**src/rtl/bdm_pkg.sv**
```systemverilog
// bdm_pkg: constants, types and shared decode for the banked data memory addressing block
package bdm_pkg;

  localparam int ADDR_W     = 12;
  localparam int DATA_W     = 8;
  localparam int BANK_W     = 4;
  localparam int OFFS_W     = 8;
  localparam int BANK_COUNT = 16;
  localparam int BANK_SIZE  = 256;
  localparam int IMPL_BANKS = 2;
  localparam int SPECIAL_SIZE  = 128;
  localparam int SPECIAL_IDX_W = 7;

  typedef logic [ADDR_W-1:0] bdm_addr_type;
  typedef logic [DATA_W-1:0] bdm_data_type;
  typedef logic [BANK_W-1:0] bdm_bank_type;
  typedef logic [OFFS_W-1:0] bdm_offs_type;

  // bank select register: only the low nibble exists
  localparam bdm_data_type BANK_SEL_MASK  = 8'h0F;
  localparam bdm_bank_type BANK_SEL_RESET = 4'h0;
  localparam bdm_bank_type BANK_SEL_PAD   = 4'h0;

  // fixed locations in the data space
  localparam bdm_addr_type BANK_SEL_ADDR = 12'hFE0;
  localparam bdm_addr_type PCL_FULL_ADDR = 12'hFF9;
  localparam bdm_addr_type SPECIAL_BASE  = 12'hF80;
  localparam bdm_addr_type SPECIAL_TOP   = 12'hFFF;

  // access bank layout
  localparam bdm_bank_type ACCESS_LOW_BANK  = 4'h0;
  localparam bdm_bank_type ACCESS_HIGH_BANK = 4'hF;
  localparam bdm_offs_type ACCESS_SPLIT     = 8'h80;
  localparam bdm_offs_type EXT_ACCESS_SPLIT = 8'h60;

  localparam bdm_data_type READ_ZERO = 8'h00;

  typedef enum logic [1:0] {
    BDM_MAP_BANKED  = 2'b00,
    BDM_MAP_ACCESS  = 2'b01,
    BDM_MAP_INDEXED = 2'b10,
    BDM_MAP_FULL    = 2'b11
  } bdm_map_type;

  // true for locations backed by storage (general bank 0 and the special register half)
  function automatic logic is_implemented(input bdm_addr_type a);
    is_implemented = (a[ADDR_W-1 -: BANK_W] == ACCESS_LOW_BANK) || (a >= SPECIAL_BASE);
  endfunction : is_implemented

endpackage : bdm_pkg

```
**src/rtl/bdm_mem_if.sv**
```systemverilog
// bdm_mem_if: read and write port between the address core and the data store
`timescale 1ns/10ps
`default_nettype none
interface bdm_mem_if;
  bdm_pkg::bdm_addr_type rd_addr;
  bdm_pkg::bdm_data_type rd_data;
  logic                  rd_hit;
  bdm_pkg::bdm_addr_type wr_addr;
  bdm_pkg::bdm_data_type wr_data;
  logic                  wr_en;

  modport core  (output rd_addr, input rd_data, input rd_hit,
                 output wr_addr, output wr_data, output wr_en);
  modport store (input rd_addr, output rd_data, output rd_hit,
                 input wr_addr, input wr_data, input wr_en);
endinterface : bdm_mem_if
`default_nettype wire

```
**src/rtl/bdm_addr_gen.sv**
```systemverilog
// bdm_addr_gen: combinational effective address from access bit, bank select and operand
`timescale 1ns/10ps
`default_nettype none
module bdm_addr_gen (
  input  wire logic                  access_bit,
  input  wire bdm_pkg::bdm_bank_type bank_sel,
  input  wire bdm_pkg::bdm_offs_type offset,
  input  wire logic                  ext_enable,
  input  wire bdm_pkg::bdm_addr_type index_base,
  output bdm_pkg::bdm_addr_type      eff_addr,
  output bdm_pkg::bdm_map_type       map_kind
);

  // purely combinational so operand read and destination write share one cycle
  always_comb begin
    if (access_bit) begin
      eff_addr = {bank_sel, offset};
      map_kind = bdm_pkg::BDM_MAP_BANKED;
    end else if (ext_enable && (offset < bdm_pkg::EXT_ACCESS_SPLIT)) begin
      // extended mapping: low offsets index from the pointer base
      eff_addr = bdm_pkg::ADDR_W'(index_base + bdm_pkg::ADDR_W'(offset));
      map_kind = bdm_pkg::BDM_MAP_INDEXED;
    end else if (offset < bdm_pkg::ACCESS_SPLIT) begin
      eff_addr = {bdm_pkg::ACCESS_LOW_BANK, offset};
      map_kind = bdm_pkg::BDM_MAP_ACCESS;
    end else begin
      eff_addr = {bdm_pkg::ACCESS_HIGH_BANK, offset};
      map_kind = bdm_pkg::BDM_MAP_ACCESS;
    end
  end

endmodule : bdm_addr_gen
`default_nettype wire

```
**src/rtl/bdm_data_store.sv**
```systemverilog
// bdm_data_store: general purpose bank 0 and the special register half of bank 15
`timescale 1ns/10ps
`default_nettype none
module bdm_data_store #(
  parameter int GENERAL_DEPTH = bdm_pkg::BANK_SIZE,
  parameter int SPECIAL_DEPTH = bdm_pkg::SPECIAL_SIZE
) (
  input  wire logic clk,
  bdm_mem_if.store  mem
);

  // no reset on either array: contents survive every reset
  bdm_pkg::bdm_data_type general_mem [GENERAL_DEPTH];
  bdm_pkg::bdm_data_type special_mem [SPECIAL_DEPTH];

  logic rd_special;
  logic wr_special;
  logic wr_ok;

  always_comb begin
    rd_special  = mem.rd_addr >= bdm_pkg::SPECIAL_BASE;
    wr_special  = mem.wr_addr >= bdm_pkg::SPECIAL_BASE;
    wr_ok       = mem.wr_en && bdm_pkg::is_implemented(mem.wr_addr);
    mem.rd_hit  = bdm_pkg::is_implemented(mem.rd_addr);
    if (!mem.rd_hit) begin
      mem.rd_data = bdm_pkg::READ_ZERO;
    end else if (rd_special) begin
      mem.rd_data = special_mem[mem.rd_addr[bdm_pkg::SPECIAL_IDX_W-1:0]];
    end else begin
      mem.rd_data = general_mem[mem.rd_addr[bdm_pkg::OFFS_W-1:0]];
    end
  end

  always_ff @(posedge clk) begin
    if (wr_ok && wr_special) begin
      special_mem[mem.wr_addr[bdm_pkg::SPECIAL_IDX_W-1:0]] <= mem.wr_data;
    end
    if (wr_ok && !wr_special) begin
      general_mem[mem.wr_addr[bdm_pkg::OFFS_W-1:0]] <= mem.wr_data;
    end
  end

endmodule : bdm_data_store
`default_nettype wire

```
**src/rtl/bdm_core.sv**
```systemverilog
// bdm_core: bank select register, operand address resolution and data memory access
// Function
// - every data location has a 12-bit address, 4096 bytes of space.
// - sixteen banks of 256 bytes; only two are physically implemented.
// - reads of unimplemented locations return zero.
// - banked address is bank select nibble above the 8-bit operand.
// - bank select keeps low four bits; upper four read zero, ignore writes.
// - load-bank-literal instruction loads bank select directly from literal.
// - writes to unimplemented banks dropped; reads from them return zero.
// - status flags still update as if unimplemented access succeeded.
// - full-address move uses 12-bit source and destination, ignores bank select.
// - other instructions resolve operand via bank select or access map.
// - access offsets 00-7F hit bank 0 bottom, 80-FF bank 15 top.
// - access bit one: address from bank select plus operand.
// - access bit zero: access map used, bank select ignored.
// - access bank operand completes in one cycle, no bank select update.
// - extended set enabled: modified access bank mapping applies.
// - bank select 0F with banked write to F9 reaches program counter low.
// - special registers occupy F80 through FFF, top half of bank 15.
// - general purpose RAM uninitialised at power-on, untouched by resets.
`timescale 1ns/10ps
`default_nettype none
module bdm_core #(
  parameter int GENERAL_DEPTH = bdm_pkg::BANK_SIZE,
  parameter int SPECIAL_DEPTH = bdm_pkg::SPECIAL_SIZE
) (
  input  wire logic                  CLK_SYS,
  input  wire logic                  SRST,
  input  wire logic                  OP_VALID,
  input  wire logic                  OP_ACCESS_BIT,
  input  wire bdm_pkg::bdm_offs_type OP_OFFSET,
  input  wire logic                  OP_READ,
  input  wire logic                  OP_WRITE,
  input  wire bdm_pkg::bdm_data_type OP_WDATA,
  input  wire logic                  MOVE_FULL_ADDRESS,
  input  wire bdm_pkg::bdm_addr_type MOVE_SRC_ADDR,
  input  wire bdm_pkg::bdm_addr_type MOVE_DST_ADDR,
  input  wire logic                  LOAD_BANK_LITERAL,
  input  wire bdm_pkg::bdm_data_type BANK_LITERAL,
  input  wire logic                  EXTENDED_SET_ENABLE,
  input  wire bdm_pkg::bdm_addr_type INDEX_BASE,
  output logic                       RD_VALID,
  output bdm_pkg::bdm_data_type      RD_DATA,
  output logic                       OP_DONE,
  output logic                       OP_UNIMPL,
  output bdm_pkg::bdm_addr_type      EFF_ADDR,
  output bdm_pkg::bdm_data_type      BANK_SELECT_REG,
  output logic                       PCL_WRITE,
  output bdm_pkg::bdm_data_type      PCL_DATA
);

  ////////////////////////////////////////////////////////////////////////////////
  // declarations

  bdm_mem_if mem ();

  bdm_pkg::bdm_bank_type bank_sel_q,  bank_sel_d;
  logic                  rd_valid_q,  rd_valid_d;
  bdm_pkg::bdm_data_type rd_data_q,   rd_data_d;
  logic                  op_done_q,   op_done_d;
  logic                  op_unimpl_q, op_unimpl_d;
  bdm_pkg::bdm_addr_type eff_addr_q,  eff_addr_d;
  logic                  pcl_write_q, pcl_write_d;
  bdm_pkg::bdm_data_type pcl_data_q,  pcl_data_d;

  bdm_pkg::bdm_addr_type op_addr;
  bdm_pkg::bdm_addr_type src_addr;
  bdm_pkg::bdm_addr_type dst_addr;
  bdm_pkg::bdm_data_type src_data;
  bdm_pkg::bdm_data_type dst_data;
  logic                  do_read;
  logic                  do_write;
  logic                  src_is_bank_sel;
  logic                  dst_is_bank_sel;
  logic                  src_known;
  logic                  dst_known;

  ////////////////////////////////////////////////////////////////////////////////
  // operand address and storage

  // bank select is handed in even when the access map will win; the generator drops it
  bdm_addr_gen u_addr_gen (
    .access_bit (OP_ACCESS_BIT),
    .bank_sel   (bank_sel_q),
    .offset     (OP_OFFSET),
    .ext_enable (EXTENDED_SET_ENABLE),
    .index_base (INDEX_BASE),
    .eff_addr   (op_addr),
    .map_kind   ()
  );

  bdm_data_store #(
    .GENERAL_DEPTH (GENERAL_DEPTH),
    .SPECIAL_DEPTH (SPECIAL_DEPTH)
  ) u_store (
    .clk (CLK_SYS),
    .mem (mem)
  );

  ////////////////////////////////////////////////////////////////////////////////
  // source and destination selection

  always_comb begin
    if (MOVE_FULL_ADDRESS) begin
      // full move names both ends outright; bank select plays no part
      src_addr = MOVE_SRC_ADDR;
      dst_addr = MOVE_DST_ADDR;
      do_read  = OP_VALID;
      do_write = OP_VALID;
    end else begin
      // single operand: same resolved address for read and write
      src_addr = op_addr;
      dst_addr = op_addr;
      do_read  = OP_VALID && OP_READ;
      do_write = OP_VALID && OP_WRITE;
    end
    src_is_bank_sel = src_addr == bdm_pkg::BANK_SEL_ADDR;
    dst_is_bank_sel = dst_addr == bdm_pkg::BANK_SEL_ADDR;
  end

  // the bank select register sits in the special area but is held here, not in the array
  always_comb begin
    if (src_is_bank_sel) begin
      src_data  = {bdm_pkg::BANK_SEL_PAD, bank_sel_q};
      src_known = 1'b1;
    end else begin
      src_data  = mem.rd_data;
      src_known = mem.rd_hit;
    end
    dst_data  = MOVE_FULL_ADDRESS ? src_data : OP_WDATA;
    dst_known = dst_is_bank_sel || bdm_pkg::is_implemented(dst_addr);
  end

  always_comb begin
    mem.rd_addr = src_addr;
    mem.wr_addr = dst_addr;
    mem.wr_data = dst_data;
    // store drops writes outside implemented space on its own
    mem.wr_en   = do_write && !dst_is_bank_sel;
  end

  ////////////////////////////////////////////////////////////////////////////////
  // bank select register

  always_comb begin
    bank_sel_d = bank_sel_q;
    if (LOAD_BANK_LITERAL) begin
      // only the low nibble of the literal is kept
      bank_sel_d = bdm_pkg::bdm_bank_type'(BANK_LITERAL & bdm_pkg::BANK_SEL_MASK);
    end else if (do_write && dst_is_bank_sel) begin
      bank_sel_d = bdm_pkg::bdm_bank_type'(dst_data & bdm_pkg::BANK_SEL_MASK);
    end
  end

  always_ff @(posedge CLK_SYS) begin
    if (SRST) begin
      bank_sel_q <= bdm_pkg::BANK_SEL_RESET;
    end else begin
      bank_sel_q <= bank_sel_d;
    end
  end

  ////////////////////////////////////////////////////////////////////////////////
  // answer to the execute pipeline

  always_comb begin
    rd_valid_d  = do_read;
    rd_data_d   = do_read ? src_data : bdm_pkg::READ_ZERO;
    // completion is reported whether or not storage exists, so flags update as usual
    op_done_d   = OP_VALID;
    op_unimpl_d = OP_VALID && ((do_read && !src_known) || (do_write && !dst_known));
    eff_addr_d  = OP_VALID ? dst_addr : eff_addr_q;
  end

  always_ff @(posedge CLK_SYS) begin
    if (SRST) begin
      rd_valid_q  <= 1'b0;
      rd_data_q   <= bdm_pkg::READ_ZERO;
      op_done_q   <= 1'b0;
      op_unimpl_q <= 1'b0;
      eff_addr_q  <= '0;
    end else begin
      rd_valid_q  <= rd_valid_d;
      rd_data_q   <= rd_data_d;
      op_done_q   <= op_done_d;
      op_unimpl_q <= op_unimpl_d;
      eff_addr_q  <= eff_addr_d;
    end
  end

  ////////////////////////////////////////////////////////////////////////////////
  // program counter low byte

  // any write that lands on the counter low byte redirects flow, including a
  // banked write at offset F9 with bank 0F; a stray bank setting makes this easy to hit
  always_comb begin
    pcl_write_d = do_write && (dst_addr == bdm_pkg::PCL_FULL_ADDR);
    pcl_data_d  = pcl_write_d ? dst_data : pcl_data_q;
  end

  always_ff @(posedge CLK_SYS) begin
    if (SRST) begin
      pcl_write_q <= 1'b0;
      pcl_data_q  <= bdm_pkg::READ_ZERO;
    end else begin
      pcl_write_q <= pcl_write_d;
      pcl_data_q  <= pcl_data_d;
    end
  end

  ////////////////////////////////////////////////////////////////////////////////
  // outputs

  always_comb begin
    RD_VALID        = rd_valid_q;
    RD_DATA         = rd_data_q;
    OP_DONE         = op_done_q;
    OP_UNIMPL       = op_unimpl_q;
    EFF_ADDR        = eff_addr_q;
    BANK_SELECT_REG = {bdm_pkg::BANK_SEL_PAD, bank_sel_q};
    PCL_WRITE       = pcl_write_q;
    PCL_DATA        = pcl_data_q;
  end

endmodule : bdm_core
`default_nettype wire

```
**config.mk**
```make
export PLATFORM = sky130hd
export DESIGN_NAME = bdm_core
export DESIGN_NICKNAME = d
export VERILOG_FILES = /design/src/rtl/bdm_pkg.sv /design/src/rtl/bdm_mem_if.sv /design/src/rtl/bdm_addr_gen.sv /design/src/rtl/bdm_data_store.sv /design/src/rtl/bdm_core.sv
export SDC_FILE = /design/constraint.sdc
export NUM_CORES = 2
export LEC_CHECK = 0
export BUFFER_PORTS_ARGS = -buffer_cell sky130_fd_sc_hd__buf_4
export CAP_MARGIN = 0
export CORE_AREA = 3 3 508 510
export CTS_BUF_LIST = sky130_fd_sc_hd__clkbuf_2 sky130_fd_sc_hd__clkbuf_4 sky130_fd_sc_hd__clkbuf_8
export DETAILED_ROUTE_END_ITERATION = 10
export DIE_AREA = 0 0 511 513
export HOLD_SLACK_MARGIN = 0.06
export PLACE_DENSITY_LB_ADDON = 0.12
export SLEW_MARGIN = 10
export SYNTH_ARGS = -nofsm -noshare
export SYNTH_HDL_FRONTEND = slang
export SYNTH_SLANG_ARGS = --single-unit
```
**constraint.sdc**
```tcl
create_clock -name CLK_SYS -period 62.7 [get_ports CLK_SYS]
set_input_delay 9.405 -clock CLK_SYS [delete_from_list [all_inputs] [get_ports CLK_SYS]]
set_output_delay 9.405 -clock CLK_SYS [all_outputs]
set_load 0.005 [all_outputs]
```
==> reports/qor.txt <==
Status: complete, but fails checks
Failing checks: capacitance limit
Setup Buffers After CTS: 0
# setup viols final: 0
Io pins: 109
# port buffers: 100
Total power: 4.59 mW
Fin Clk Skew: 0.119 ns
FF+latch count, synth: 3,108
Dpl hpwl: 243 mm
Buf/Inv on CP: 6
Post-synth ARST share: 0%
Overflow after GRT: 0
Global-route wire length before repair: 596 mm
Pre-Repair DR Iteration Count: 9
Yosys warning count: 0
CP cell instances: buf_4, ha_1, fa_1, xor2_1, nand4_1, buf_4, nand3_4, buf_4, buf_4, a211oi_1, a311oi_1, a311oi_1, a211oi_1, o41ai_1, o2111a_1, a311oi_1, nand3b_1, nand2_4, buf_4, buf_4
Pin count of the biggest net entering global routing: 214
Core box area: 254,000 sq um
TritonCTS clock tree: done
Hold Path Cell Cnt: 2
Pre-CTS setup slack: 43.48 ns
DP Cell Count: 12,200
Setup TNS: 0 ns
Fillers: 20,700
Crit Path Max Fanout: 96
Max-cap viol count: 1
Delay-heaviest family, CP: buffers and inverters
Die area: 262,000 sq um
Synth area leaders: edfxtp_1 (73%), nand2_1 (5.9%), a211oi_1 (2.2%), nand3_1 (1.9%), mux2i_1 (1.7%)
Row cnt: 185
Final Worst Setup Slack: 44.03 ns
CP Class: in -> reg
Clock Path Buffers: 4
Clock network power share: 38.1%
Largest area contributor in the netlist: edfxtp_1
Clock Sinks: 3,108
Sequential share of the synthesized area: 73.4%
Clock slew at reported path FFs: 0.06 ns
Unique masters post-synth: 92
Most used DFF post-synth: edfxtp_1
Hold worst-path end: PCL_DATA[3]$_SDFFE_PP0P_
Max VDD drop: 0.0000272 V
Total number of vias: 85,300
Sw frac: 26.5%
Hold WC Path Type: reg -> reg
CP dominant cell by count: buf_4
Die W: 511 microns
Final Hold Viols: 0
Critical path arrival: 19.33 ns
CP required: 63.36 ns
Element type at the critical path end: register
Root Driver: clkbuf_8
Syn avg cell area: 13.7 sq um
Final Non-Filler Cells: 13,200
R2R setup slack: 55.40 ns
Top cells by count, synth: edfxtp_1 (3,072), nand2_1 (1,993), nor2_1 (498), nand3_1 (483), buf_2 (402)
Tmin final: 18.67 ns
RSZ-0062 raised after global routing: no
Post-CTS sizing: 0
Reg power frac: 50.6%
Final Wtd Congestion: 0.902
Area delta synth->final: 11.0%
Cell internal pwr: 3.37 mW
Gate power share: 11.4%
Switching Power: 1.22 mW
Layout cells sized above 1: 13.1%
Vias in the first global route: 79,000
Reg2Reg Depth: 12
WP depth: 20
Initial Util: 49.9%
Cells after synthesis: 9,230
Post-route ant nets: 0
Worst slew margin: 1.93%
Mapped Area: 127,000 sq um
Power Dens Cells: 32.7 nW/um^2
Post-route DRC: 0
R2R Path End: u_store.special_mem[64][7]$_DFFE_PP_
Initial antenna violation count: 56
CP startpoint kind: input pin
Worst Hold Launch: PCL_DATA[3]$_SDFFE_PP0P_
Die Y: 513 microns
Critical Path Max Stage Delay: 1.02 ns
Vias per cell: 6.48
Clock latency on the worst-skew pair: 1.12 ns
CP max stage cell: a311oi_1
Fin nets: 9,496
CTS buffer count: 535
Most common cell in the synthesized netlist: edfxtp_1
Final wirelength: 426 mm
EDFF count, synth: 3,072
WL/cell: 32.4 microns
GRT Total Usage: 31.6%
Worst R2R Start: u_store.general_mem[145][7]$_DFFE_PP_
Area share of the largest cell type after synthesis: 72.9%
Slew @ Worst Pin: 1.45 ns
Htree depth: 6
Static leakage: 46.6 nW
Maximum clock frequency: 53.6 MHz
Final period util: 29.8%
DRT iter0 DRCs: 12,500
CTS Hold Bufs: 0
Slew Limit Fails: 0
area by class of cell:
cell class	instances	area [sq um]	area share, %
clock buffer	734	8940	6.37
clock inverter	167	901	0.641
sequential	3108	93000	66.2
timing repair buffer	339	2870	2.04
multi-input combinational	5419	30500	21.7
antenna	25	62.6	0.0445
tap	3366	4210	3.00
inverter	15	63.8	0.0454
power by group through the flow:
| stage | registers (mW) | clock network, mW | logic, mW |
|---|---|---|---|
| 6_report | 2.32 | 1.75 | 0.521 |
| 5_1_grt | 2.32 | 1.85 | 0.540 |
| 4_1_cts | 2.32 | 1.76 | 0.507 |
| 3_5_place_dp | 2.36 | 0 | 0.506 |
| 3_3_place_gp | 2.36 | 0 | 0.499 |
| 2_1_floorplan | 2.40 | 0 | 0.278 |
routing by layer:
| layer | share of wire, % | wire length (microns) | vias up | global-route usage, % |
|---|---|---|---|---|
| li1 | - | - | 35700 | - |
| met1 | 39 | 166000 | 43000 | 44.1 |
| met2 | 44 | 186000 | 5686 | 46.3 |
| met3 | 13 | 53500 | 965 | 9.17 |
| met4 | 4.6 | 19800 | 18 | 14.1 |
| met5 | 0.029 | 123 | - | 0 |
worst register-to-register path, stage by stage, from the launching register on:
cell	delay (ns)
edfxtp_1	0.52
and4_1	0.56
a211oi_1	0.10
a311oi_1	0.28
a31oi_1	0.18
o21ai_0	0.41
o221ai_1	0.39
o2111a_1	0.42
a311oi_1	1.02
nand3b_1	0.30
nand2_4	0.63
buf_4	0.94
buf_4	1.10
worst max-delay path by stage:
stage	start	endpoint
CTS	MOVE_FULL_ADDRESS	u_store.special_mem[64][7]$_DFFE_PP_
finish	OP_OFFSET[0]	u_store.special_mem[64][7]$_DFFE_PP_
global placement	MOVE_FULL_ADDRESS	u_store.special_mem[100][7]$_DFFE_PP_
floorplan	OP_OFFSET[0]	u_store.general_mem[0][3]$_DFFE_PP_
detailed placement	MOVE_FULL_ADDRESS	u_store.special_mem[102][7]$_DFFE_PP_
global route	OP_OFFSET[0]	u_store.special_mem[64][7]$_DFFE_PP_
cells in the final DEF, fill, tap and decap left out, types with 36 or more instances in the layout:
master	synthesis	final
a21oi_1	241	238
and4_1	74	74
o21ai_0	103	101
and3_1	292	290
clkbuf_4	0	185
a31oi_1	219	219
nand2_1	1993	1978
nand3_1	483	482
clkbuf_8	0	549
mux2i_1	221	221
edfxtp_1	3072	3072
mux2_2	45	45
a311oi_1	252	252
buf_4	93	314
o22ai_1	39	39
a32oi_1	55	55
a22oi_1	49	49
nor2_1	498	482
nor3_1	61	59
a211oi_1	373	371
a221oi_1	88	88
dfxtp_1	36	36
clkinv_1	0	110
per-stage QoR:
stage | area (sq um) | hold WS (ns) | util (%)
6_report | 140000 | 0.470 | 55.3
5_1_grt | 140000 | 0.510 | 55.3
4_1_cts | 140000 | 0.469 | 55.3
3_5_place_dp | 131000 | 0.461 | 51.4
3_3_place_gp | 131000 | 0.452 | 51.4
2_1_floorplan | 127000 | 0.458 | -
cell families (layout without fill, tap and decap cells):
family          after synthesis  in the layout  share of synthesized area [%]
flops                      3108           3108                           73.4
other cells                   1             37                        0.00296
buf+inv                     714           1255                           2.84
compound gates             1604           1604                           9.16
fa+ha+maj                     9              9                         0.0949
xor+xnor                      3              3                         0.0208
mux                         276            276                           2.33
simple gates               3515           3515                           12.1
flip-flops by register name, indices dropped and copies added (netlist names):
name and flops:
OP_UNIMPL 1, PCL_DATA 8, RD_DATA 8, PCL_WRITE 1, u_store.special_mem 1024, bank_sel_q 4
EFF_ADDR 12, OP_DONE 1, RD_VALID 1, u_store.general_mem 2048
Note: power is estimated with default switching activity, not from simulation.
